### src/smbcfg_defines.svh
/*
 Offsets, field positions, reset values and constants of the SMBus configuration target.
 Assumes inclusion by bare name from every design file that needs them.
*/
// Contract
// - Target accepts block read, block write, indexed block read and indexed block write.
// - Plain byte writes are unsupported; a lone data byte is taken as count.
// - Twenty internal registers; only two are writable, the rest reserved.
// - Target answers at 0xAA with strap high and 0xA8 with strap low.
// - Address byte upper six bits 101010, bit 1 strap, bit 0 direction.
// - Block write order: start, address, command, count N, N data bytes, stop.
// - Enable low turns off every function, bandgap included, into standby.
// - Register 0x10 bits 1:0 power state: 01 normal, 10 deep power down, reset 01.
`ifndef SMBCFG_DEFINES_SVH
`define SMBCFG_DEFINES_SVH
`define SMBCFG_NUM_REGS   20
`define SMBCFG_ADDR_HI    6'h2A
`define SMBCFG_REG_TEST   5'h0F
`define SMBCFG_REG_POWER  5'h10
`define SMBCFG_PWR_LSB    0
`define SMBCFG_PWR_NORMAL 2'h1
`define SMBCFG_PWR_DEEP   2'h2
`define SMBCFG_RST_POWER  8'h01
`define SMBCFG_RST_OTHER  8'h00
`define SMBCFG_BITS_BYTE  4'h8
`endif

### src/smbcfg_pkg.sv
/*
 Types shared by the SMBus configuration target.
 Assumes nothing of its surroundings.
*/
package smbcfg_pkg;
    typedef enum logic [3:0] {
        SMBCFG_IDLE   = 4'b0000,
        SMBCFG_ADDR   = 4'b0001,
        SMBCFG_CMD    = 4'b0010,
        SMBCFG_CNT    = 4'b0011,
        SMBCFG_WDATA  = 4'b0100,
        SMBCFG_TX     = 4'b0101,
        SMBCFG_TACK   = 4'b0110,
        SMBCFG_IGNORE = 4'b0111
    } smbcfg_state_t;
endpackage

### src/smbcfg_reg_if.sv
/*
 Carrier between the protocol engine and the register file.
 Assumes one clock domain shared by both ends.
*/
`timescale 1ns/1ps
interface smbcfg_reg_if;
    logic [4:0] idx;
    logic [7:0] wdata;
    logic       we;
    logic [7:0] rdata;
    logic [1:0] power_state;
    modport engine (output idx, output wdata, output we, input rdata, input power_state);
    modport regs   (input idx, input wdata, input we, output rdata, output power_state);
endinterface

### src/smbcfg_regfile.sv
/*
 Twenty-entry configuration register file in flip-flops.
 Assumes index below the register count and a synchronous active-high reset.
*/
`timescale 1ns/1ps
`include "smbcfg_defines.svh"
module smbcfg_regfile #(
    parameter int NUM_REGS = `SMBCFG_NUM_REGS
) (
    // Clock and reset
    input  wire logic         i_clk,
    input  wire logic         i_srst,
    // Engine side
    smbcfg_reg_if.regs        bus
);
    initial begin
        if (NUM_REGS < 17 || NUM_REGS > 32) begin
            $error("NUM_REGS out of range");
        end
    end

    logic [7:0] regs      [NUM_REGS];
    logic [7:0] next_regs [NUM_REGS];

    function automatic logic user_reg(input logic [4:0] i);
        return (i == `SMBCFG_REG_TEST) || (i == `SMBCFG_REG_POWER);
    endfunction

    always_comb begin
        for (int k = 0; k < NUM_REGS; k++) begin
            next_regs[k] = regs[k];
        end
        // Reserved entries keep their values; internal use only
        if (bus.we && user_reg(bus.idx)) begin
            next_regs[bus.idx] = bus.wdata;
        end
    end

    always_ff @(posedge i_clk) begin
        for (int k = 0; k < NUM_REGS; k++) begin
            if (i_srst) begin
                regs[k] <= (k == `SMBCFG_REG_POWER) ? `SMBCFG_RST_POWER : `SMBCFG_RST_OTHER;
            end else begin
                regs[k] <= next_regs[k];
            end
        end
    end

    assign bus.rdata       = regs[bus.idx];
    assign bus.power_state = regs[`SMBCFG_REG_POWER][`SMBCFG_PWR_LSB +: 2];
endmodule

### src/smbcfg_target.sv
/*
 SMBus target port of the display-link redriver configuration block.
 Assumes SCL and SDA sampled synchronously to i_clk, which runs far faster than SCL.
*/
`timescale 1ns/1ps
`include "smbcfg_defines.svh"
module smbcfg_target #(
    parameter int NUM_REGS = `SMBCFG_NUM_REGS
) (
    // Clock and reset
    input  wire logic       i_clk,
    input  wire logic       i_srst,
    // Device pins
    input  wire logic       i_enable,
    input  wire logic       i_addr_sel,
    // SMBus
    input  wire logic       i_scl,
    input  wire logic       i_sda,
    output logic            o_sda_out,
    output logic            o_sda_oe,
    // Device control
    output logic            o_bandgap_en,
    output logic            o_func_en,
    output logic [1:0]      o_power_state
);
    initial begin
        if (NUM_REGS < 17 || NUM_REGS > 32) begin
            $error("NUM_REGS out of range");
        end
    end

    smbcfg_reg_if rbus ();

    // Standby reset also returns the register file to its reset values
    logic rf_rst;
    assign rf_rst = i_srst || !i_enable;

    smbcfg_regfile #(.NUM_REGS(NUM_REGS)) u_regs (
        .i_clk  (i_clk),
        .i_srst (rf_rst),
        .bus    (rbus.regs)
    );

    smbcfg_pkg::smbcfg_state_t state, next_state;
    logic       scl_q, sda_q, next_scl_q, next_sda_q;
    logic [3:0] bitcnt, next_bitcnt;
    logic [7:0] shreg, next_shreg;
    logic [4:0] idx, next_idx;
    logic [7:0] cnt, next_cnt;
    logic       ack_ph, next_ack_ph;
    logic       rd, next_rd;
    logic       oe, next_oe;
    logic       act, next_act;
    logic       we, next_we;
    logic [7:0] wdata, next_wdata;

    function automatic logic [4:0] inc_idx(input logic [4:0] i);
        return (i == 5'(NUM_REGS - 1)) ? 5'h00 : i + 5'h01;
    endfunction

    logic start, stop, rise, fall, match;
    assign start = i_scl && scl_q && sda_q && !i_sda;
    assign stop  = i_scl && scl_q && !sda_q && i_sda;
    assign rise  = i_scl && !scl_q;
    assign fall  = !i_scl && scl_q;
    assign match = (shreg[7:1] == {`SMBCFG_ADDR_HI, i_addr_sel});

    always_comb begin
        next_state  = state;
        next_scl_q  = i_scl;
        next_sda_q  = i_sda;
        next_bitcnt = bitcnt;
        next_shreg  = shreg;
        next_idx    = idx;
        next_cnt    = cnt;
        next_ack_ph = ack_ph;
        next_rd     = rd;
        next_oe     = oe;
        next_act    = 1'b1;
        next_we     = 1'b0;
        next_wdata  = wdata;
        if (!i_enable) begin
            next_state  = smbcfg_pkg::SMBCFG_IDLE;
            next_oe     = 1'b0;
            next_ack_ph = 1'b0;
            next_act    = 1'b0;
        end else if (start) begin
            next_state  = smbcfg_pkg::SMBCFG_ADDR;
            next_bitcnt = 4'h0;
            next_ack_ph = 1'b0;
            next_oe     = 1'b0;
        end else if (stop) begin
            next_state  = smbcfg_pkg::SMBCFG_IDLE;
            next_ack_ph = 1'b0;
            next_oe     = 1'b0;
        end else begin
            case (state)
                smbcfg_pkg::SMBCFG_ADDR, smbcfg_pkg::SMBCFG_CMD,
                smbcfg_pkg::SMBCFG_CNT, smbcfg_pkg::SMBCFG_WDATA: begin
                    if (rise && !ack_ph && bitcnt != `SMBCFG_BITS_BYTE) begin
                        next_shreg  = {shreg[6:0], i_sda};
                        next_bitcnt = bitcnt + 4'h1;
                    end else if (fall && ack_ph) begin
                        // Ack bit ends; release and move on
                        next_ack_ph = 1'b0;
                        next_oe     = 1'b0;
                        next_bitcnt = 4'h0;
                        case (state)
                            smbcfg_pkg::SMBCFG_ADDR: begin
                                if (rd) begin
                                    next_state  = smbcfg_pkg::SMBCFG_TX;
                                    next_shreg  = 8'(NUM_REGS) - {3'h0, idx};
                                    next_oe     = !next_shreg[7];
                                    next_shreg  = {next_shreg[6:0], 1'b0};
                                    next_bitcnt = 4'h1;
                                end else begin
                                    next_state = smbcfg_pkg::SMBCFG_CMD;
                                end
                            end
                            smbcfg_pkg::SMBCFG_CMD:  next_state = smbcfg_pkg::SMBCFG_CNT;
                            smbcfg_pkg::SMBCFG_CNT:  next_state = smbcfg_pkg::SMBCFG_WDATA;
                            default:                 next_state = state;
                        endcase
                    end else if (fall && bitcnt == `SMBCFG_BITS_BYTE) begin
                        next_ack_ph = 1'b1;
                        next_oe     = 1'b1;
                        case (state)
                            smbcfg_pkg::SMBCFG_ADDR: begin
                                if (match) begin
                                    next_rd = shreg[0];
                                end else begin
                                    next_state  = smbcfg_pkg::SMBCFG_IGNORE;
                                    next_ack_ph = 1'b0;
                                    next_oe     = 1'b0;
                                end
                            end
                            smbcfg_pkg::SMBCFG_CMD: begin
                                next_idx = (shreg < 8'(NUM_REGS)) ? shreg[4:0] : 5'h00;
                            end
                            smbcfg_pkg::SMBCFG_CNT: begin
                                // A lone byte lands here as count, so nothing is written
                                next_cnt = shreg;
                            end
                            default: begin
                                if (cnt != 8'h00) begin
                                    next_we    = 1'b1;
                                    next_wdata = shreg;
                                    next_cnt   = cnt - 8'h01;
                                end else begin
                                    next_state  = smbcfg_pkg::SMBCFG_IGNORE;
                                    next_ack_ph = 1'b0;
                                    next_oe     = 1'b0;
                                end
                            end
                        endcase
                    end
                end
                smbcfg_pkg::SMBCFG_TX: begin
                    if (fall) begin
                        if (bitcnt == `SMBCFG_BITS_BYTE) begin
                            next_oe    = 1'b0;
                            next_state = smbcfg_pkg::SMBCFG_TACK;
                        end else begin
                            next_oe     = !shreg[7];
                            next_shreg  = {shreg[6:0], 1'b0};
                            next_bitcnt = bitcnt + 4'h1;
                        end
                    end
                end
                smbcfg_pkg::SMBCFG_TACK: begin
                    if (rise) begin
                        if (!i_sda) begin
                            next_state  = smbcfg_pkg::SMBCFG_TX;
                            next_shreg  = rbus.rdata;
                            next_idx    = inc_idx(idx);
                            next_bitcnt = 4'h0;
                        end else begin
                            next_state = smbcfg_pkg::SMBCFG_IGNORE;
                        end
                    end
                end
                smbcfg_pkg::SMBCFG_IDLE, smbcfg_pkg::SMBCFG_IGNORE: begin
                    next_oe = 1'b0;
                end
                default: begin
                    next_state = smbcfg_pkg::SMBCFG_IDLE;
                    next_oe    = 1'b0;
                end
            endcase
        end
        // Index advances after each data byte within the count, stored or not
        if (we) begin
            next_idx = inc_idx(idx);
        end
    end

    always_ff @(posedge i_clk) begin
        if (i_srst) begin
            state  <= smbcfg_pkg::SMBCFG_IDLE;
            scl_q  <= 1'b1;
            sda_q  <= 1'b1;
            bitcnt <= 4'h0;
            shreg  <= 8'h00;
            idx    <= 5'h00;
            cnt    <= 8'h00;
            ack_ph <= 1'b0;
            rd     <= 1'b0;
            oe     <= 1'b0;
            act    <= 1'b0;
            we     <= 1'b0;
            wdata  <= 8'h00;
        end else begin
            state  <= next_state;
            scl_q  <= next_scl_q;
            sda_q  <= next_sda_q;
            bitcnt <= next_bitcnt;
            shreg  <= next_shreg;
            idx    <= next_idx;
            cnt    <= next_cnt;
            ack_ph <= next_ack_ph;
            rd     <= next_rd;
            oe     <= next_oe;
            act    <= next_act;
            we     <= next_we;
            wdata  <= next_wdata;
        end
    end

    assign rbus.idx      = idx;
    assign rbus.we       = we;
    assign rbus.wdata    = wdata;
    // Open drain: only ever pulls low
    assign o_sda_out     = 1'b0;
    assign o_sda_oe      = oe;
    assign o_bandgap_en  = act;
    assign o_func_en     = act;
    assign o_power_state = rbus.power_state;
endmodule

### config.mk
export PLATFORM = sky130hd
export DESIGN_NAME = smbcfg_target
export DESIGN_NICKNAME = d
export VERILOG_FILES = /design/src/smbcfg_pkg.sv /design/src/smbcfg_reg_if.sv /design/src/smbcfg_regfile.sv /design/src/smbcfg_target.sv
export VERILOG_INCLUDE_DIRS = /design/src
export SDC_FILE = /design/constraint.sdc
export NUM_CORES = 1
export LEC_CHECK = 0
export BUFFER_PORTS_ARGS = -buffer_cell sky130_fd_sc_hd__buf_2
export CAP_MARGIN = 15
export CORE_AREA = 8 8 161 163
export DETAILED_ROUTE_END_ITERATION = 6
export DIE_AREA = 0 0 169 171
export HOLD_SLACK_MARGIN = 0.08
export PLACE_DENSITY = 0.5
export SLEW_MARGIN = 30
export SYNTH_ARGS = -nofsm -noshare
export SYNTH_HDL_FRONTEND = slang
export SYNTH_SLANG_ARGS = --single-unit
### constraint.sdc
create_clock -name i_clk -period 2.7 [get_ports i_clk]
set_input_delay 0.405 -clock i_clk [delete_from_list [all_inputs] [get_ports i_clk]]
set_output_delay 0.405 -clock i_clk [all_outputs]
set_load 0.05 [all_outputs]
==> run_results.csv, run 1 <==
group,metric,value,unit
outcome,run_status,"complete, no violations",
route,via_per_inst,5.24,
synthesis,seq_area_frac_synth,45.1,%
clock_network,cts_setup_buffers,0,
floorplanning,die_y,171,um
layout,antenna_cells,0,
worst_setup_path,cp.arrival,2.87,ns
floorplanning,ioPinCount,12,
sta,worstMarginPinSlew,0.878,ns
placement,hpwlAfterDp,15700,um
worst_setup_path,critPathCapture,"shreg[6]",
layout,nNetsFinal,985,
worst_setup_path,path_delay_family,"multiplexers",
floorplanning,core_area,0.0233,mm^2
sta,fin_tns_setup,0,ns
sta,fin_crit,2.46,ns
worst_setup_path,critPathMaxFanout,21,
layout,drive_gt1_share,16.7,%
worst_setup_path,path_buf_inv,0,
clock_network,clock-sinks,208,
synthesis,synth_fp_nets,978,
global_routing,grt_pass1_vias,6632,
layout,fin_util,45.4,%
sta,final-setup-viol-count,0,
clock_network,max-clock-path-buffers,3,
route,routedWlPerCell,18.0,um
layout,area_growth_syn_to_layout,14.4,%
floorplanning,start_util,39.7,%
flow_run,maxCapViolations,0,
global_routing,overflow,0,
clock_network,cts_root_buf,"clkbuf_16",
floorplanning,rows,56,
placement,numPortBuffers,10,
floorplanning,dieArea,0.0289,mm^2
global_routing,grt_usage,16.3,%
power,swShare,21.5,%
floorplanning,die_w,169,um
sta,hold_violations,0,
global_routing,antenna_found_initial,0,
worst_setup_path,path_cells,"mux4_2 -> mux4_2 -> nand2_1 -> a21oi_1 -> nor3_1 -> nor3_1",
synthesis,async_reset_ff_share,0,%
clock_network,cts-buffers-inserted,24,
clock_network,cts_tree,"yes",
clock_network,cts_hold_buf,0,
worst_hold_path,hp-class,"input pin to flip-flop",
power,p_int,5.20,mW
clock_network,cts_resized,0,
synthesis,ys_warn_count,0,
power,pwr-share-seq,46.5,%
layout,fillerInstances,2259,
worst_setup_path,end_kind,"flip-flop",
synthesis,ys_seq_elements,208,
worst_setup_path,r2r_slack,0.24,ns
sta,slew_headroom,41.2,%
synthesis,netlist_area,0.00924,mm^2
sta,max_freq,0.407,GHz
sta,rsz0062_at_grt,"no",
worst_setup_path,cp.depth,6,
worst_setup_path,cpPeakStageDelay,0.83,ns
synthesis,synth_enable_flop_cells,0,
clock_network,htreeDepth,1,
worst_setup_path,path_class,"flip-flop to flip-flop",
route,dr.first_iter.drc_count,492,
route,drc,0,
placement,finalWeightedCongestion,0.829,
route,final_antenna_net_count,0,
worst_setup_path,required,3.11,ns
synthesis,ys.flop_type,"dfxtp_1",
sta,finalCritPeriodShare,91.0,%
power,power_frac_clock,50.8,%
power,pwr_density_cell,627,mW/mm^2
synthesis,avgSynthCellArea,9.57,um^2
route,wl,23600,um
synthesis,ys_types,72,
worst_setup_path,r2r-end,"shreg[6]",
power,power.share.combinational,2.7,%
sta,finalClockSkew,0.0279,ns
global_routing,grt_pass1_wl,37600,um
route,vias,6860,
worst_setup_path,reg2reg_depth,6,
sta,report.final.slew_viol_count,0,
clock_network,insertion_delay,0.54,ns
global_routing,grt_max_degree,99,
route,drt_pass1_iterations,5,
power,ir_drop,665,uV
power,p_sw,1.43,mW
worst_setup_path,slowest_stage,"dfxtp_2",
synthesis,synthCells,965,
worst_setup_path,startpoint_type,"flip-flop",
power,leakage,3.70,nW
clock_network,clkTransAtPathRegs,0.06,ns
worst min-delay path by stage:
stage	startpoint	to	slack [ns]	cells after the start
3_5_place_dp	u_regs.regs[8][3]	u_regs.regs[8][3]	0.44	1
4_1_cts	i_srst	bitcnt[1]	0.19	2
5_1_grt	i_srst	bitcnt[0]	0.23	2
3_3_place_gp	u_regs.regs[7][7]	u_regs.regs[7][7]	0.44	1
6_report	i_srst	bitcnt[1]	0.20	2
2_1_floorplan	u_regs.regs[10][0]	u_regs.regs[10][0]	0.42	1
worst reg2reg max path: stages, from the launching register on:
cell     delay (ns)
dfxtp_2        0.83
mux4_2         0.61
mux4_2         0.47
nand2_1        0.09
a21oi_1        0.07
nor3_1         0.20
nor3_1         0.07
Yosys cell counts, drive strengths merged (7+ instances only):
master | number | area [um^2]
o21ai | 30 | 150
and2 | 99 | 619
clkbuf | 57 | 214
nand3 | 61 | 305
a211oi | 8 | 65.1
dfxtp | 208 | 4160
ha | 7 | 87.6
o211ai | 7 | 52.6
nor2 | 53 | 199
nor3 | 19 | 95.1
mux4 | 42 | 946
mux2i | 33 | 330
buf | 24 | 175
nor2b | 12 | 75.1
nand2 | 102 | 383
inv | 12 | 45.0
a21oi | 79 | 395
cells in the final DEF, fill, tap and decap left out, types with 30 or more instances in the layout:
| cell | n |
|---|---|
| dfxtp_1 | 206 |
| a21oi_1 | 79 |
| nor2_1 | 53 |
| mux2i_1 | 33 |
| and2_1 | 98 |
| o21ai_0 | 30 |
| mux4_2 | 42 |
| buf_4 | 50 |
| nand3_1 | 61 |
| nand2_1 | 102 |
power by group through the flow:
stage | clock [mW] | combinational, mW | sequential [mW]
5_1_grt | 3.61 | 0.198 | 3.08
6_report | 3.37 | 0.181 | 3.08
3_3_place_gp | 0 | 0.183 | 3.15
2_1_floorplan | 0 | 0.123 | 3.15
3_5_place_dp | 0 | 0.181 | 3.15
4_1_cts | 3.45 | 0.182 | 3.08
stage by stage:
step	total power [mW]	instance area (um^2)	cells	setup WS (ns)	hold WS, ns
global route	6.88	10600	1308	0.0423	0.229
CTS	6.71	10600	1308	0.191	0.187
finish	6.63	10600	1308	0.244	0.200
detailed placement	3.33	9730	1265	0.190	0.438
floorplan	3.28	9240	965	0.327	0.424
global placement	3.33	9730	1265	0.212	0.437
area by class of cell:
class / count / area, um^2 / share of cell area (%)
inverters: 13 / 48.8 / 0.462
repair buffers: 62 / 465 / 4.40
clock buffers: 33 / 684 / 6.48
well taps: 319 / 399 / 3.78
multi-input cells: 663 / 4650 / 44.0
flip-flops and latches: 208 / 4170 / 39.4
clock inverters: 10 / 156 / 1.48
cell families (layout without fill, tap and decap cells):
logic type | after synthesis | count (layout) | synth area share (%)
xor+xnor | 7 | 7 | 0.664
compound gates | 183 | 183 | 12.6
flops | 208 | 208 | 45.1
mux | 78 | 78 | 14.2
buf+inv | 94 | 118 | 4.74
other cells | 1 | 1 | 0.0406
fa+ha+maj | 7 | 7 | 0.948
simple gates | 387 | 387 | 21.7
flip-flops by register name, summed over array words and instances (netlist names), 3 cells and up, named ones only:
register     count
rbus.wdata       8
state            3
u_regs.regs    160
bitcnt           4
shreg            8
cnt              8
idx              5
layer usage:
layer	vias up	global-route usage (%)	part of all wire, %
li1	3433	-	-
met1	3269	22.6	49
met2	129	26.5	46
met3	29	2.44	3.9
met4	0	3.42	1.7
met5	-	0	0
Note: power is estimated with default switching activity, not from simulation.
==> inputs of run 2 (changes only) <==
- clock period: 2.7 -> 2.3 ns (I/O delays scaled with it)
==> run 2 against run 1 <==
- utilization is 1.2 points higher
- design area up 2.6%
- wire length grew 0.47%
- clock power up 10%
- via count is 1.8% higher
- sequential cell count unchanged
==> run_results.csv, run 2 (synthesis gave the netlist of run 1 again) <==
group,metric,value,unit
outcome,run_status,"complete, no violations",
global_routing,grt_max_degree,99,
layout,finalNonFillerCells,1340,
layout,drive_gt1_share,20.1,%
placement,numPortBuffers,10,
worst_setup_path,critPathMaxFanout,4,
flow_run,maxCapViolations,0,
route,dr.first_iter.drc_count,478,
sta,fin_hold_ws,0.169,ns
sta,slew_headroom,51.1,%
layout,regMostFlops,"u_regs.regs",
worst_setup_path,reg2reg_depth,9,
clock_network,cts-buffers-inserted,24,
global_routing,grt_pass1_vias,6883,
worst_setup_path,path_cells,"inv_2 -> ha_4 -> or3b_4 -> o22a_1 -> a221o_1 -> a2111oi_4 -> buf_4 -> mux2i_1 -> nor2_1",
floorplanning,ioPinCount,12,
route,routedWlPerCell,17.7,um
floorplanning,rows,56,
worst_setup_path,r2r_slack,0.04,ns
placement,numPlacedInstances,1294,
floorplanning,die_y,171,um
layout,fin_util,46.6,%
layout,mostFrequentLayoutCells,"203 x dfxtp_1, 102 x nand2_1, 98 x and2_1",
floorplanning,die_w,169,um
worst_setup_path,slowest_stage,"or3b_4",
worst_setup_path,path_class,"flip-flop to flip-flop",
clock_network,insertion_delay,0.54,ns
clock_network,max-clock-path-buffers,3,
worst_hold_path,holdPathStages,2,
route,drc,0,
sta,worstMarginPinSlew,0.733,ns
layout,largest_reg_flops,160,
worst_setup_path,cpPeakStageDelay,0.38,ns
power,pwr_density_cell,698,mW/mm^2
worst_setup_path,required,2.70,ns
clock_network,cts_tree,"yes",
sta,max_freq,0.442,GHz
route,via_per_inst,5.21,
layout,antenna_cells,0,
sta,finalCritPeriodShare,98.5,%
floorplanning,start_util,39.7,%
layout,multi_input_area,0.00470,mm^2
global_routing,antenna_found_initial,0,
route,highest_layer,"met4",
sta,rsz0062_at_grt,"yes",
sta,report.final.slew_viol_count,0,
sta,fin_crit,2.26,ns
layout,seqCellArea,0.00417,mm^2
route,route.met2.wl,10700,um
placement,hpwlAfterDp,15900,um
route,met1_length,11600,um
route,vias,6981,
power,leakage,3.83,nW
sta,hold_violations,0,
floorplanning,dieArea,0.0289,mm^2
placement,finalWeightedCongestion,0.860,
clock_network,cts_root_buf,"clkbuf_16",
global_routing,grt_pass1_wl,38500,um
route,final_antenna_net_count,0,
route,drt_pass1_iterations,6,
layout,area_growth_syn_to_layout,17.4,%
clock_network,clkTransAtPathRegs,0.06,ns
global_routing,grt_usage,16.4,%
layout,final_common_cell,"dfxtp_1",
sta,finalClockSkew,0.0258,ns
power,ir_drop,488,uV
worst_setup_path,startpoint_type,"flip-flop",
route,wl_met3,817,um
global_routing,overflow,0,
route,wl,23700,um
worst_setup_path,cp.arrival,2.66,ns
clock_network,htreeDepth,1,
worst_hold_path,hp-class,"input pin to flip-flop",
sta,final-setup-viol-count,0,
clock_network,clock-sinks,208,
worst_setup_path,end_kind,"flip-flop",
floorplanning,core_area,0.0233,mm^2
layout,fillerInstances,2293,
layout,nNetsFinal,1016,
-- run 2: final timing paths --
| kind | start | endpoint |
|---|---|---|
| worst max-delay path | cnt[0] | state[2] |
| worst min-delay path | i_sda | sda_q |
| worst max register to register | cnt[0] | state[2] |
| worst min register to register | u_regs.regs[8][3] | u_regs.regs[8][3] |
-- run 2: final cells by class --
cell class	instances	area share [%]
clock buffer	37	6.36
timing repair buffer	93	6.79
tap	319	3.68
multi-input combinational	663	43.4
inverter	13	0.450
clock inverter	7	0.866
sequential	208	38.5
-- run 2: critical path: cells and delay by family (launching register included) --
family,cells,cell delay [ns]
muxes,1,0.19
DFF,1,0.32
and+or+nand+nor,2,0.43
AOI/OAI and AO/OA,3,0.83
buffers and inverters,2,0.26
adders and majority gates,1,0.13
-- run 2: stage by stage --
step	setup TNS (ns)	setup slack, ns	power, mW	area [um^2]
final	0	0.0351	7.57	10800
after global routing	-0.0653	-0.0417	7.85	10800
after CTS	0	0.00602	7.67	10800
after detailed placement	0	0.0344	3.92	9990
after global placement	0	0.0500	3.92	9990
after floorplan	0	0.0257	3.85	9250
-- run 2: timing repair --
item | in CTS | in global routing
resized for setup | 0 | 16
hold buffers | 0 | 0
buffers inserted | 0 | 2
endpoints found under the setup margin | 0 | 18
-- run 2: routing by layer --
metal  GRT usage [%]  vias to the layer above
li1                -                     3486
met1            23.1                     3330
met2            26.1                      126
met3            2.12                       39
met4            4.62                        0
met5               0                        -
-- run 2: power breakdown --
| group | internal [mW] | switching (mW) | total, mW |
|---|---|---|---|
| combinational | 0.0820 | 0.152 | 0.234 |
| sequential | 3.61 | 0.00504 | 3.62 |
| clock | 2.20 | 1.52 | 3.72 |
